`src/verilog/csa_pkg.sv`:
```
package csa_pkg;

  // Clock and timing
  localparam int CLK_HZ = 100_000_000;
  localparam int CLK_PERIOD_NS = 10;
  // Aggregate conversion slot rate, samples per second
  localparam int CONV_RATE_SPS = 5120;
  // Selectable round-robin rates, samples per second
  localparam int RATE0_SPS = 8;
  localparam int RATE1_SPS = 64;
  localparam int RATE2_SPS = 256;
  localparam int RATE3_SPS = 1024;
  // Conversion-complete pulse on the alert pin
  localparam int CC_PULSE_US = 5;
  localparam int CC_PULSE_CYC = CC_PULSE_US * 1000 / CLK_PERIOD_NS;

  // Register byte offsets
  localparam logic [7:0] ADDR_CTRL = 8'h00;
  localparam logic [7:0] ADDR_ACCSRC = 8'h04;
  localparam logic [7:0] ADDR_CMD = 8'h08;
  localparam logic [7:0] ADDR_STATUS = 8'h0C;
  localparam logic [7:0] ADDR_LIMIT = 8'h10;
  localparam logic [7:0] ADDR_OFFSET = 8'h14;
  // Per-channel block: addr[7:6], stride 0x10
  localparam logic [1:0] CHBLK_TAG = 2'h1;
  // Averaged results: addr[7:4], stride 0x04
  localparam logic [3:0] AVGBLK_TAG = 4'h8;

  // Control register fields and reset value
  localparam int CTRL_RATE_LSB = 4;
  localparam int CTRL_EN_LSB = 8;
  localparam int CTRL_CCEN_BIT = 12;
  localparam int CTRL_LIMEN_BIT = 13;
  localparam int CTRL_OVFEN_BIT = 14;
  localparam logic [31:0] CTRL_MASK = 32'h0000_7F37;
  localparam logic [31:0] CTRL_RESET = 32'h0000_0F30;
  localparam logic [7:0] ACCSRC_RESET = 8'h00;
  localparam logic [15:0] LIMIT_RESET = 16'h7FFF;

  // Accumulator source codes
  localparam logic [1:0] SRC_POWER = 2'h0;
  localparam logic [1:0] SRC_SENSE = 2'h1;
  localparam logic [1:0] SRC_BUS = 2'h2;

  // Channel indices
  localparam logic [2:0] CAL_CH = 3'h4;
  localparam logic [2:0] NO_CH = 3'h7;
  localparam logic [2:0] LAST_PASS = 3'h7;

  // Accumulator limits
  localparam logic [55:0] ACC_MAX = 56'h7F_FFFF_FFFF_FFFF;
  localparam logic [55:0] ACC_MIN = 56'h80_0000_0000_0000;

  // Operating modes
  typedef enum logic [2:0] {
    MODE_CONT = 3'h0,
    MODE_BURST = 3'h1,
    MODE_FAST = 3'h2,
    MODE_SINGLE = 3'h3,
    MODE_SINGLE8 = 3'h4
  } csa_mode_type;

  // Sequencer states, one-hot
  typedef enum logic [3:0] {
    ST_SLEEP = 4'h1,
    ST_CONV = 4'h2,
    ST_CALC = 4'h4,
    ST_GAP = 4'h8
  } csa_state_type;

  // Register port request
  typedef struct packed {
    logic [7:0] addr;
    logic [31:0] wdata;
    logic wr;
    logic rd;
  } csa_bus_req_type;

  // Converter result pair
  typedef struct packed {
    logic [16:0] sense;
    logic [16:0] bus;
  } csa_sample_type;

endpackage : csa_pkg

```
`src/verilog/csa_sequencer.sv`:
```
`timescale 1ns/100ps
// Summary of operation
// [RQ1] Per-channel accumulator source: sense, bus, power
// [RQ2] Cycle done after all channels plus calibration
// [RQ3] After conversion: power, accumulate, update averages
// [RQ4] Channels converted one at a time, in order
// [RQ5] Continuous period: slots, calculation, then sleep; code waits out the period in ST_GAP with sleep low
// [RQ6] Disabled channels skipped, rate unchanged
// [RQ7] No channel enabled means sleep, no conversions
// [RQ8] Burst: back to back, no calibration slot
// [RQ9] Burst keeps last stored offset value
// [RQ10] Burst rate 5120 SPS over active channels
// [RQ11] Fast: back to back with calibration slot
// [RQ12] Fast rate 5120 over active plus one
// [RQ13] Single shot converts once, accumulates, counts
// [RQ14] Single shot starts only on snapshot command
// [RQ15] Single shot returns to sleep when done
// [RQ16] Host waits about 2 ms between snapshots
// [RQ17] Eight-times mode takes eight samples, averages
// [RQ18] Eight-times mode accumulates eight, count plus eight
// [RQ19] Averaged registers hold mean, raw holds eighth
// [RQ20] Alerts: cycle complete, overflow, limit exceeded
// [RQ21] Latched low alert; completion gives 5 us pulse
// [RQ22] Alerts registered at end of cycle
// [RQ23] No completion pulse in one-channel burst
// [RQ24] Accumulator saturates at maximum, never wraps
module csa_sequencer
  import csa_pkg::*;
#(
  parameter int SLOT_CYC = CLK_HZ / CONV_RATE_SPS,
  parameter int PER0_CYC = CLK_HZ / RATE0_SPS,
  parameter int PER1_CYC = CLK_HZ / RATE1_SPS,
  parameter int PER2_CYC = CLK_HZ / RATE2_SPS,
  parameter int PER3_CYC = CLK_HZ / RATE3_SPS
)
(
  input wire logic mclk,
  input wire logic nrst,
  input wire csa_bus_req_type bus_req,
  output logic [31:0] rdata,
  input wire csa_sample_type sample,
  output logic conv_active,
  output logic [2:0] conv_chan,
  output logic sleep,
  output logic alert_n
);

  // First enabled channel at or after a start index
  function automatic logic [2:0] next_ch(input logic [2:0] from, input logic [4:0] act);
    logic [2:0] r;
    r = NO_CH;
    for (int i = 4; i >= 0; i--)
    begin
      if (i >= int'(from) && act[i])
      begin
        r = 3'(i);
      end
    end
    return r;
  endfunction : next_ch

  // One running-average step, weight one eighth
  function automatic logic signed [17:0] avg_run(input logic signed [17:0] x, input logic signed [17:0] a);
    logic signed [18:0] d;
    logic signed [18:0] s;
    d = 19'(x) - 19'(a);
    s = d >>> 3;
    // Final steps of one, so a steady input is reached exactly
    if (s == 19'sh0 && d != 19'sh0)
    begin
      s = d[18] ? -19'sh1 : 19'sh1;
    end
    return 18'(19'(a) + s);
  endfunction : avg_run

  // Configuration and status registers
  logic [31:0] ctrl_q;
  logic [7:0] accsrc_q;
  logic [15:0] limit_q;
  logic [7:0] stat_q;
  logic [7:0] stat_d;
  logic [7:0] pend_q;
  logic [7:0] pend_d;
  // Sequencer state
  csa_state_type st_q;
  csa_state_type st_d;
  logic [2:0] ch_q;
  logic [2:0] ch_d;
  logic [2:0] pass_q;
  logic [2:0] pass_d;
  logic [23:0] slot_q;
  logic [23:0] per_q;
  logic [9:0] cc_q;
  logic signed [16:0] off_q;
  // Per-channel results
  logic signed [55:0] acc_q [4];
  logic [31:0] cnt_q [4];
  logic [31:0] last_q [4];
  logic signed [17:0] avgs_q [4];
  logic signed [17:0] avgb_q [4];
  logic signed [20:0] sums_q [4];
  logic signed [20:0] sumb_q [4];
  // Output registers
  logic alert_n_q;
  logic [31:0] rdata_q;

  // Control field decode
  csa_mode_type mode;
  logic [3:0] chan_en;
  logic [1:0] rate;
  logic any_ch;
  logic single_mode;
  logic b2b_mode;
  logic [4:0] act5;
  assign mode = csa_mode_type'(ctrl_q[2:0]);
  assign chan_en = ctrl_q[CTRL_EN_LSB +: 4];
  assign rate = ctrl_q[CTRL_RATE_LSB +: 2];
  assign any_ch = |chan_en;
  assign single_mode = (mode == MODE_SINGLE) || (mode == MODE_SINGLE8);
  assign b2b_mode = (mode == MODE_BURST) || (mode == MODE_FAST);
  // [RQ8] calibration slot dropped in burst
  assign act5 = {mode != MODE_BURST, chan_en};

  // Register port strobes
  logic wr_ctrl;
  logic snap;
  logic [7:0] stat_clr;
  assign wr_ctrl = bus_req.wr && (bus_req.addr == ADDR_CTRL);
  assign snap = bus_req.wr && (bus_req.addr == ADDR_CMD) && (|bus_req.wdata[1:0]);
  assign stat_clr = (bus_req.wr && bus_req.addr == ADDR_STATUS) ? bus_req.wdata[7:0] : 8'h00;

  // Channel walk and timing decode
  logic [2:0] first_ch;
  logic [2:0] next_after;
  logic slot_end;
  logic [23:0] per_cyc;
  logic per_done;
  logic last_slot;
  logic cyc_end;
  logic new_cyc;
  logic upd;
  // [RQ4] next enabled channel in order
  // [RQ6] disabled channels skipped
  assign first_ch = next_ch(3'h0, act5);
  assign next_after = next_ch(3'(ch_q + 3'h1), act5);
  // [RQ10] fixed slot per conversion
  // [RQ12] same slot for calibration
  assign slot_end = (slot_q == 24'(SLOT_CYC - 1));
  assign per_cyc = (rate == 2'h0) ? 24'(PER0_CYC) :
                   (rate == 2'h1) ? 24'(PER1_CYC) :
                   (rate == 2'h2) ? 24'(PER2_CYC) : 24'(PER3_CYC);
  assign per_done = (per_q >= 24'(per_cyc - 24'h1));
  assign last_slot = (next_after == NO_CH);
  // [RQ2] cycle ends after last channel
  assign cyc_end = (st_q == ST_CALC) && last_slot;
  assign upd = (st_q == ST_CALC) && !ch_q[2];

  // Next-state decode
  always_comb
  begin
    st_d = st_q;
    case (st_q)
      ST_SLEEP:
      begin
        // [RQ7] no channels means stay asleep
        // [RQ14] single shot waits for snapshot
        if (any_ch && (single_mode ? snap : 1'b1))
        begin
          st_d = ST_CONV;
        end
      end
      ST_CONV:
      begin
        if (slot_end)
        begin
          st_d = ST_CALC;
        end
      end
      ST_CALC:
      begin
        if (!last_slot)
        begin
          st_d = ST_CONV;
        end
        else if (!any_ch)
        begin
          st_d = ST_SLEEP;
        end
        // [RQ5] idle out the rest of the period
        else if (mode == MODE_CONT)
        begin
          st_d = ST_GAP;
        end
        // [RQ8] restart at once, no sleep
        // [RQ17] eight passes back to back
        else if (b2b_mode || (mode == MODE_SINGLE8 && pass_q != LAST_PASS))
        begin
          st_d = ST_CONV;
        end
        // [RQ15] single shot back to sleep
        else
        begin
          st_d = ST_SLEEP;
        end
      end
      ST_GAP:
      begin
        if (!any_ch || mode != MODE_CONT)
        begin
          st_d = ST_SLEEP;
        end
        else if (per_done)
        begin
          st_d = ST_CONV;
        end
      end
      default:
      begin
        st_d = ST_SLEEP;
      end
    endcase
  end

  // Cycle start, channel and pass selection
  assign new_cyc = (st_d == ST_CONV) && (st_q != ST_CONV) && !(st_q == ST_CALC && !last_slot);
  assign ch_d = new_cyc ? first_ch : ((st_q == ST_CALC) ? next_after : ch_q);
  assign pass_d = (new_cyc && st_q == ST_SLEEP) ? 3'h0 : ((new_cyc && st_q == ST_CALC) ? 3'(pass_q + 3'h1) : pass_q);

  // Sequencer registers
  always_ff @(posedge mclk or negedge nrst)
  begin
    if (!nrst)
    begin
      st_q <= ST_SLEEP;
      ch_q <= 3'h0;
      pass_q <= 3'h0;
      slot_q <= 24'h000000;
      per_q <= 24'h000000;
    end
    else
    begin
      st_q <= st_d;
      ch_q <= ch_d;
      pass_q <= pass_d;
      slot_q <= (st_q == ST_CONV) ? 24'(slot_q + 24'h1) : 24'h000000;
      per_q <= new_cyc ? 24'h000000 : ((&per_q) ? per_q : 24'(per_q + 24'h1));
    end
  end

  // Sample arithmetic
  logic signed [17:0] corr;
  logic signed [17:0] bus18;
  logic signed [13:0] bus14;
  logic signed [31:0] pwr;
  logic [1:0] src;
  logic signed [55:0] add_val;
  logic signed [55:0] acc_cur;
  logic signed [56:0] sum57;
  logic acc_ovf;
  logic signed [55:0] acc_new;
  logic cnt_full;
  logic lim_hit;
  // [RQ9] offset held from last calibration slot
  assign corr = 18'($signed(sample.sense)) - 18'(off_q);
  assign bus18 = 18'($signed(sample.bus));
  assign bus14 = $signed(sample.bus[16:3]);
  // [RQ3] power from corrected sense and bus
  assign pwr = corr * bus14;
  assign src = accsrc_q[{ch_q[1:0], 1'b0} +: 2];
  // [RQ1] accumulator source select
  assign add_val = (src == SRC_SENSE) ? 56'(corr) : ((src == SRC_BUS) ? 56'(bus18) : 56'(pwr));
  assign acc_cur = acc_q[ch_q[1:0]];
  assign sum57 = 57'(acc_cur) + 57'(add_val);
  assign acc_ovf = (sum57[56] != sum57[55]);
  // [RQ24] clamp instead of wrapping
  assign acc_new = acc_ovf ? (sum57[56] ? ACC_MIN : ACC_MAX) : sum57[55:0];
  assign cnt_full = &cnt_q[ch_q[1:0]];
  assign lim_hit = (corr > 18'($signed(limit_q)));

  // Averaging and eight-sample sums
  logic signed [20:0] sums_new;
  logic signed [20:0] sumb_new;
  assign sums_new = ((pass_q == 3'h0) ? 21'sh0 : sums_q[ch_q[1:0]]) + 21'(corr);
  assign sumb_new = ((pass_q == 3'h0) ? 21'sh0 : sumb_q[ch_q[1:0]]) + 21'(bus18);

  // Per-channel result storage
  always_ff @(posedge mclk or negedge nrst)
  begin
    if (!nrst)
    begin
      off_q <= 17'sh0;
      for (int i = 0; i < 4; i++)
      begin
        acc_q[i] <= 56'sh0;
        cnt_q[i] <= 32'h00000000;
        last_q[i] <= 32'h00000000;
        avgs_q[i] <= 18'sh0;
        avgb_q[i] <= 18'sh0;
        sums_q[i] <= 21'sh0;
        sumb_q[i] <= 21'sh0;
      end
    end
    else
    begin
      // [RQ11] calibration slot refreshes offset
      if (st_q == ST_CALC && ch_q == CAL_CH)
      begin
        off_q <= $signed(sample.sense);
      end
      // [RQ3] accumulate and update after each channel slot
      // [RQ13] same path in single shot
      // [RQ18] every pass adds and counts one
      if (upd)
      begin
        acc_q[ch_q[1:0]] <= acc_new;
        cnt_q[ch_q[1:0]] <= cnt_full ? cnt_q[ch_q[1:0]] : 32'(cnt_q[ch_q[1:0]] + 32'h1);
        // [RQ19] raw result keeps latest sample
        last_q[ch_q[1:0]] <= {bus18[16:1], corr[17:2]};
        sums_q[ch_q[1:0]] <= sums_new;
        sumb_q[ch_q[1:0]] <= sumb_new;
        if (mode == MODE_SINGLE8)
        begin
          // [RQ17] mean of eight on last pass
          if (pass_q == LAST_PASS)
          begin
            avgs_q[ch_q[1:0]] <= sums_new[20:3];
            avgb_q[ch_q[1:0]] <= sumb_new[20:3];
          end
        end
        else
        begin
          avgs_q[ch_q[1:0]] <= avg_run(corr, avgs_q[ch_q[1:0]]);
          avgb_q[ch_q[1:0]] <= avg_run(bus18, avgb_q[ch_q[1:0]]);
        end
      end
    end
  end

  // Alert event collection
  logic [3:0] evt_ovf;
  logic [3:0] evt_lim;
  logic [7:0] evt;
  logic latched;
  logic cc_fire;
  logic cc_act;
  // [RQ20] overflow and limit events
  assign evt_ovf = (upd && (acc_ovf || cnt_full)) ? (4'h1 << ch_q[1:0]) : 4'h0;
  assign evt_lim = (upd && lim_hit) ? (4'h1 << ch_q[1:0]) : 4'h0;
  assign evt = {evt_lim, evt_ovf};
  // [RQ22] pending events post only at cycle end
  assign pend_d = cyc_end ? 8'h00 : (pend_q | evt);
  assign stat_d = (stat_q & ~stat_clr) | (cyc_end ? (pend_q | evt) : 8'h00);
  assign latched = ((|stat_q[3:0]) && ctrl_q[CTRL_OVFEN_BIT]) || ((|stat_q[7:4]) && ctrl_q[CTRL_LIMEN_BIT]);
  // [RQ23] suppressed for one-channel burst
  assign cc_fire = cyc_end && ctrl_q[CTRL_CCEN_BIT] && !(mode == MODE_BURST && $onehot(chan_en));
  assign cc_act = (cc_q != 10'h000);

  // Status, pulse timer and alert pin
  always_ff @(posedge mclk or negedge nrst)
  begin
    if (!nrst)
    begin
      pend_q <= 8'h00;
      stat_q <= 8'h00;
      cc_q <= 10'h000;
      alert_n_q <= 1'b1;
    end
    else
    begin
      pend_q <= pend_d;
      stat_q <= stat_d;
      // [RQ21] fixed-length completion pulse
      cc_q <= cc_fire ? 10'(CC_PULSE_CYC) : (cc_act ? 10'(cc_q - 10'h1) : 10'h000);
      // [RQ21] latched alerts hold pin low
      alert_n_q <= !(cc_act || latched);
    end
  end

  // Software-written registers
  always_ff @(posedge mclk or negedge nrst)
  begin
    if (!nrst)
    begin
      ctrl_q <= CTRL_RESET;
      accsrc_q <= ACCSRC_RESET;
      limit_q <= LIMIT_RESET;
    end
    else if (bus_req.wr)
    begin
      if (wr_ctrl)
      begin
        ctrl_q <= bus_req.wdata & CTRL_MASK;
      end
      if (bus_req.addr == ADDR_ACCSRC)
      begin
        accsrc_q <= bus_req.wdata[7:0];
      end
      if (bus_req.addr == ADDR_LIMIT)
      begin
        limit_q <= bus_req.wdata[15:0];
      end
    end
  end

  // Read decode
  logic [1:0] rch;
  logic [31:0] chw;
  logic [31:0] avw;
  logic [31:0] rd_val;
  assign rch = bus_req.addr[5:4];
  assign chw = (bus_req.addr[3:2] == 2'h0) ? acc_q[rch][31:0] :
               (bus_req.addr[3:2] == 2'h1) ? {8'h00, acc_q[rch][55:32]} :
               (bus_req.addr[3:2] == 2'h2) ? cnt_q[rch] : last_q[rch];
  assign avw = {avgb_q[bus_req.addr[3:2]][16:1], avgs_q[bus_req.addr[3:2]][17:2]};
  assign rd_val = (bus_req.addr == ADDR_CTRL) ? ctrl_q :
                  (bus_req.addr == ADDR_ACCSRC) ? {24'h000000, accsrc_q} :
                  (bus_req.addr == ADDR_STATUS) ? {21'h000000, !alert_n_q, st_q == ST_SLEEP, st_q != ST_SLEEP, stat_q} :
                  (bus_req.addr == ADDR_LIMIT) ? {16'h0000, limit_q} :
                  (bus_req.addr == ADDR_OFFSET) ? 32'(off_q) :
                  (bus_req.addr[7:6] == CHBLK_TAG) ? chw :
                  (bus_req.addr[7:4] == AVGBLK_TAG) ? avw : 32'h00000000;

  // Read data register
  always_ff @(posedge mclk or negedge nrst)
  begin
    if (!nrst)
    begin
      rdata_q <= 32'h00000000;
    end
    else
    begin
      rdata_q <= bus_req.rd ? rd_val : 32'h00000000;
    end
  end

  // Output drive
  assign rdata = rdata_q;
  assign conv_active = (st_q == ST_CONV);
  assign conv_chan = ch_q;
  assign sleep = (st_q == ST_SLEEP);
  assign alert_n = alert_n_q;

  // Checks
  property p_conv_enabled;
    @(posedge mclk) disable iff (!nrst) (st_d == ST_CONV && st_q != ST_CONV) |-> act5[ch_d];
  endproperty
  a_conv_enabled: assert property (p_conv_enabled) else $error("disabled channel converted"); // [RQ6]

  property p_burst_nocal;
    @(posedge mclk) disable iff (!nrst) (mode == MODE_BURST && st_d == ST_CONV && st_q != ST_CONV) |-> (ch_d != CAL_CH);
  endproperty
  a_burst_nocal: assert property (p_burst_nocal) else $error("calibration slot in burst"); // [RQ8]

  property p_burst_off;
    @(posedge mclk) disable iff (!nrst) (mode == MODE_BURST && st_q == ST_CALC && ch_q != CAL_CH) |=> $stable(off_q);
  endproperty
  a_burst_off: assert property (p_burst_off) else $error("offset changed in burst"); // [RQ9]

  property p_slot_len;
    @(posedge mclk) disable iff (!nrst) (st_q == ST_CONV && st_d == ST_CALC) |-> slot_end;
  endproperty
  a_slot_len: assert property (p_slot_len) else $error("slot length wrong"); // [RQ10]

  property p_single_wait;
    @(posedge mclk) disable iff (!nrst) (st_q == ST_SLEEP && single_mode && !snap) |=> (st_q == ST_SLEEP);
  endproperty
  a_single_wait: assert property (p_single_wait) else $error("single shot left sleep without snapshot"); // [RQ14]

  property p_all_off;
    @(posedge mclk) disable iff (!nrst) (st_q == ST_SLEEP && !any_ch) |=> (st_q == ST_SLEEP);
  endproperty
  a_all_off: assert property (p_all_off) else $error("converting with no channel"); // [RQ7]

  property p_gap_cont;
    @(posedge mclk) disable iff (!nrst) (st_q == ST_GAP && mode != MODE_CONT) |=> (st_q == ST_SLEEP);
  endproperty
  a_gap_cont: assert property (p_gap_cont) else $error("sleep gap outside continuous mode"); // [RQ5]

  property p_sat;
    @(posedge mclk) disable iff (!nrst) (upd && acc_cur == ACC_MAX && !add_val[55]) |-> (acc_new == ACC_MAX);
  endproperty
  a_sat: assert property (p_sat) else $error("accumulator wrapped"); // [RQ24]

  property p_cc_pulse;
    @(posedge mclk) disable iff (!nrst) (cc_fire && !cc_act) |=> cc_act ##[499:499] (cc_act && cc_q == 10'h001);
  endproperty
  a_cc_pulse: assert property (p_cc_pulse) else $error("completion pulse length wrong"); // [RQ21]

  property p_alert_end;
    @(posedge mclk) disable iff (!nrst) $fell(alert_n_q) |-> ($past(cyc_end, 2) || $past(wr_ctrl, 2));
  endproperty
  a_alert_end: assert property (p_alert_end) else $error("alert asserted mid cycle"); // [RQ22]

endmodule : csa_sequencer
```
`config.mk`:
```
export PLATFORM = sky130hd
export DESIGN_NAME = csa_sequencer
export DESIGN_NICKNAME = d
export VERILOG_FILES = /design/src/verilog/csa_pkg.sv /design/src/verilog/csa_sequencer.sv
export SDC_FILE = /design/constraint.sdc
export NUM_CORES = 2
export LEC_CHECK = 0
export BUFFER_PORTS_ARGS = -buffer_cell sky130_fd_sc_hd__buf_2
export CAP_MARGIN = 20
export CORE_ASPECT_RATIO = 1.5
export CORE_MARGIN = 1.5
export CORE_UTILIZATION = 45
export CTS_CLUSTER_DIAMETER = 60
export DETAILED_ROUTE_END_ITERATION = 7
export PLACE_DENSITY = 0.65
export SYNTH_ARGS = -nofsm -noshare
export SYNTH_HDL_FRONTEND = slang
export SYNTH_SLANG_ARGS = --single-unit
```
`constraint.sdc`:
```
create_clock -name mclk -period 10.8 [get_ports mclk]
set_input_delay 1.08 -clock mclk [delete_from_list [all_inputs] [get_ports mclk]]
set_output_delay 1.08 -clock mclk [all_outputs]
set_load 0.05 [all_outputs]
```
== Yosys cells after proc, flatten, opt, wreduce, memory -nomap -nowiden ==
Index checks and enable logic that the tools add are counted.

* Register bits after elaboration: 962
* Bits of input ports: 78
* Word-level logic and storage cells: 298

* Reduce and logical (&&, ||, !) cells: 66
* Shift operators: 2
* Multiplexer cells: 117
* Add/sub/neg operators: 18
* Multipliers: 1
* $lt $le $gt $ge: 11
* Bitwise logic cells: 7
* Eq/ne operators: 34

{| class="wikitable"
|+ Operators with widths
! kind !! number
|-
| $mux W32 || 19
|-
| $mux W56 || 9
|-
| $bwmux W72 || 4
|-
| $mux W72 || 4
|-
| $mux W18 || 15
|-
| $bwmux W128 || 2
|-
| $bmux W56 S2 || 2
|-
| $bwmux W224 || 1
|-
| $bmux W32 S2 || 3
|-
| $bwmux W84 || 2
|-
| $mux W21 || 8
|-
| $bmux W18 S2 || 4
|-
| $demux W56 S2 || 1
|-
| $mux W24 || 4
|-
| $bmux W21 S2 || 2
|-
| $demux W32 S2 || 1
|-
| $add A56 B56 Y57 || 1
|-
| $add A24 B1 Y24 const B || 2
|-
| $demux W21 S2 || 1
|-
| $logic_not A19 Y1 || 2
|-
| $reduce_bool A19 Y1 || 2
|-
| $add A18 B18 Y18 || 2
|-
| $demux W18 S2 || 1
|-
| $mux W3 || 12
|-
| 67 further kinds || 152
|}

== Logic depth before layout (Yosys ltp) ==
* Depth in word-level cells: 17
* Depth in mapped cells: 50
* Mapped depth without buffers: 46

== Least setup slack after synthesis ==
Ideal clock, no wire load.

* Path kind: in2reg
* From: input port sample[17] in the netlist's numbering
* To: register acc_q[137] in the netlist's numbering
* Setup time: 132 ps
* Slack: -1682 ps
* Data required time: 10668 ps
* Arrival: 12350 ps
* Path buffers: 4
* Cell stages on the path: 48
* Cells stage by stage: inv_1 ha_1 inv_1 fa_1 a21o_1 a21oi_1 nor2b_1 o41a_1 a211o_1 o211ai_1 o2111ai_1 a21oi_1 xnor2_1 clkbuf_1 and2_1 fa_1 fa_1 fa_1 [... 12 more ...] a211o_1 a211oi_1 xnor2_1 a21oi_1 ha_1 clkbuf_1 a211oi_1 o21ai_1 a41oi_1 nand2_1 o2111ai_1 a31o_2 nand3_1 a21bo_2 buf_2 buf_2 a21oi_1 o21ai_1

* Longest elaborated chain between the ends: 8
* Elaborated cells between the ends (all ways): 9
* Those cells by class: add/sub: 2; mul: 1; eq/ne: 1; mux: 5

{| class="wikitable"
|+ Ends and longest elaborated chain
! element !! RTL line !! RTL
|-
| from (decl) || csa_sequencer.sv:41 || <nowiki>input wire csa_sample_type sample,</nowiki>
|-
| $sub A17 B17 Y18 * || csa_sequencer.sv:264 || <nowiki>assign corr = 18'($signed(sample.sense)) - 18'(off_q);</nowiki>
|-
| $mul A18 B14 Y32 || csa_sequencer.sv:268 || <nowiki>assign pwr = corr * bus14;</nowiki>
|-
| $mux W56 || csa_sequencer.sv:271 || <nowiki>assign add_val = (src == SRC_SENSE) ? 56'(corr) : ((src == SRC_BUS) ? 56'(bus18) : 56'(pwr));</nowiki>
|-
| $mux W56 * || csa_sequencer.sv:271 ||
|-
| $add A56 B56 Y57 * || csa_sequencer.sv:273 || <nowiki>assign sum57 = 57'(acc_cur) + 57'(add_val);</nowiki>
|-
| $mux W56 or $ne A1 B1 Y1 (tied branches) || csa_sequencer.sv:276, csa_sequencer.sv:274 ||
|-
| $mux W56 * || csa_sequencer.sv:276 || <nowiki>assign acc_new = acc_ovf ? (sum57[56] ? ACC_MIN : ACC_MAX) : sum57[55:0];</nowiki>
|-
| $bwmux W224 * || csa_sequencer.sv:315 || <nowiki>acc_q[ch_q[1:0]] <= acc_new;</nowiki>
|-
| to (signal, indexed assignment) || csa_sequencer.sv:315 ||
|-
| to (decl) || csa_sequencer.sv:96 || <nowiki>logic signed [55:0] acc_q [4];</nowiki>
|}

Every way passes the cells marked *; elsewhere a longest branch is shown, timed or not.
A chain may end at the register's enable or synchronous reset.

== Worst setup path in the final report ==
* From: input port sample[17] in the netlist's numbering
* To: register acc_q[87] in the netlist's numbering

The elaborated chain is that of the path after synthesis.

==> qor.csv <==
metric,value,unit
required,11400,ps
synth_warnings,0,
numPortBuffers,99,
hpwl,152200,um
setup_ws,-416.7,ps
placed_area,72610,um^2
fmax,89.15,MHz
io-pin-count,116,
crit_fanout,8,
core_area,146600,um^2
h-tree-depth,3,
setup_viol,228,
violations,setup timing,
rsz0062_at_grt,true,
grt_max_degree,177,
cts_buffer_depth,3,
drv_slew,0,
die_x,316.7,um
synth_simple_gate_area_share,15.01,%
drive_gt1_share,21.08,%
worst_path_max_delay_cell,fa_1,
first_global_vias,55420,
wirelength,208800,um
synth_nets,7521,
synth_enable_flop_cells,0,
synthXorXnorAreaFrac,3.436,%
syn_inst,6871,
min_period,11220,ps
seq_area_frac_synth,36.28,%
cts_root_buf,clkbuf_16,
cts.sinks,962,
start_util,45.33,%
cp_common_cell,fa_1,
cts_made_buffers,97,
wl_per_cell,22.65,um
clock_skew,57.46,ps
fin_crit_sh,103.9,%
critPathMaxStageDelay,520,ps
maxCapViolCount,0,
synth_ff_type,dfrtp_1,
clock_latency,750,ps
synth_compound_area_share,12.90,%
hp-class,in2async,
synth_area,66430,um^2
final_antenna_net_count,0,
gp_congestion,0.9557,
netlist_top_cells_count,"1336 x nand2_1, 939 x dfrtp_1, 453 x inv_1",
synth.distinct_cells,101,
synth_top_cell_area_share,35.37,%
synthTopCellsByArea,"dfrtp_1 35%, mux4_2 12%, fa_1 7.6%, nand2_1 7.5%, ha_1 6.0%",
grt_pass1_wl,324400,um
fillCellCount,12930,
tritoncts,built,
die_area,150000,um^2
dr.first_iter.drc_count,4251,
drt_first_pass_iters,6,
nNetsFinal,7865,
grtUsageTotal,28.31,%
fp.dieH,473.6,um
grt_overflow,0,
area_delta_synth_final,16.43,%
clkTransAtPathRegs,60,ps
synth_top_cell_by_area,dfrtp_1,
yosys.cell_count.top_type,nand2_1,
crit_type,in2reg,
outcome,"finished, violations left",
vias_per_cell,5.822,
hold_viol,0,
synth_top_family_by_area,simple AND/OR/NAND/NOR gates,
antenna_found_initial,20,
endpoint_kind,flip-flop,
synthAdderAreaFrac,13.62,%
cp_data_arrival_time,11820,ps
async_reset_ff_share,100.0,%
design_area,77340,um^2
holdWs,356.0,ps
rows,172,
worst_pin_slew,1173,ps
preCtsSetupSlack,-1458,ps
ys_seq_elements,962,
synthMuxAreaShare,13.76,%
vias,53670,
relSlewSlack,21.52,%
startpoint_type,input pin,
drcViolationCount,0,
post_synth.cell_area_avg,9.668,um^2
[final timing paths]
| path | startpoint | end | slack, ps | cells past startpoint |
|---|---|---|---|---|
| worst max-delay path | sample[17] | acc_q[87]$_DFFE_PN0P_ | -420 | 52 |
| min in group mclk | cc_q[0]$_DFF_PN0_ | cc_q[0]$_DFF_PN0_ | 460 | 1 |
| max in group asynchronous | nrst | sums_q[25]$_DFFE_PN0P_ | 8070 | 3 |
| worst max register to register | off_q[0]$_DFFE_PN0P_ | acc_q[87]$_DFFE_PN0P_ | -330 | 50 |
| worst min register to register | cc_q[0]$_DFF_PN0_ | cc_q[0]$_DFF_PN0_ | 460 | 1 |
| worst min-delay path | nrst | acc_q[106]$_DFFE_PN0P_ | 360 | 1 |
[repair_timing]
item,CTS,global route
hold buffers,0,0
pin swaps,19,44
setup buffers,20,28
endpoints found under the setup margin,232,232
cloned,4,2
gates resized for setup,101,116
[sequential cells by signal, indices dropped and copies added (netlist names)]
name / count
acc_q: 224
cnt_q: 128
last_q: 128
sumb_q: 84
sums_q: 84
avgb_q: 72
avgs_q: 72
rdata: 32
per_q: 24
slot_q: 24
off_q: 17
limit_q: 16
ctrl_q: 12
cc_q: 10
accsrc_q: 8
pend_q: 8
stat_q: 8
st_q: 4
conv_chan: 3
pass_q: 3
alert_n: 1
[layer usage]
metal,global-route usage (%),wire [um],vias to the layer above
li1,-,-,24460
met1,34.71,80860,26890
met2,47.94,102300,1763
met3,4.467,13080,544
met4,14.63,12500,16
met5,0,105,-
[layout make-up]
| type | instances | area (um^2) | share of cell area [%] |
|---|---|---|---|
| Timing Repair Buffer | 653 | 5308 | 6.862 |
| Inverter | 455 | 1720 | 2.224 |
| Antenna cell | 8 | 20.02 | 0.02588 |
| Clock inverter | 50 | 526.8 | 0.6811 |
| Multi-Input combinational cell | 5046 | 40550 | 52.43 |
| Sequential cell | 962 | 24110 | 31.17 |
| Clock buffer | 131 | 2716 | 3.512 |
| Tap cell | 1914 | 2395 | 3.096 |
[placed cells by master (no fill, tap or decap), types with 164 or more instances in the layout]
cell type | Yosys | layout
nand2_1 | 1336 | 1325
dfrtp_1 | 939 | 937
buf_4 | 4 | 496
inv_1 | 453 | 448
o21ai_0 | 419 | 400
nor2_1 | 370 | 365
a21oi_1 | 409 | 351
mux4_2 | 343 | 343
ha_1 | 320 | 306
fa_1 | 252 | 249
o21ai_1 | 200 | 166
and2_1 | 171 | 164
[kinds of logic (layout without fill, tap and decap cells)]
logic type | Yosys count | count (layout)
AND/OR/NAND/NOR | 2283 | 2283
other | 1 | 9
multiplexers | 471 | 471
flip-flops | 962 | 962
XOR/XNOR | 258 | 258
AO/OA/AOI/OAI | 1461 | 1461
buffers and inverters | 863 | 1289
adder cells (fa/ha/maj) | 572 | 572
[critical path, delay by kind of cell]
kind	cells	cell delay, ps
simple gates	6	720
compound gates	21	4000
xor+xnor	2	410
buf+inv	13	1470
fa+ha+maj	10	4100
[metrics by stage]
| stage | std cells | util (%) | TNS [ps] |
|---|---|---|---|
| 4_1_cts | 9188 | 52.25 | -39060 |
| 5_1_grt | 9214 | 52.77 | -172220 |
| 2_1_floorplan | 6871 | - | -70800 |
| 6_report | 9219 | 52.77 | -71650 |
| 3_5_place_dp | 8989 | 49.55 | -317840 |
| 3_3_place_gp | 8988 | 49.53 | -284850 |
Power is not shown: default switching activity piles up to over one toggle a cycle in this logic, so the estimate is an artifact.
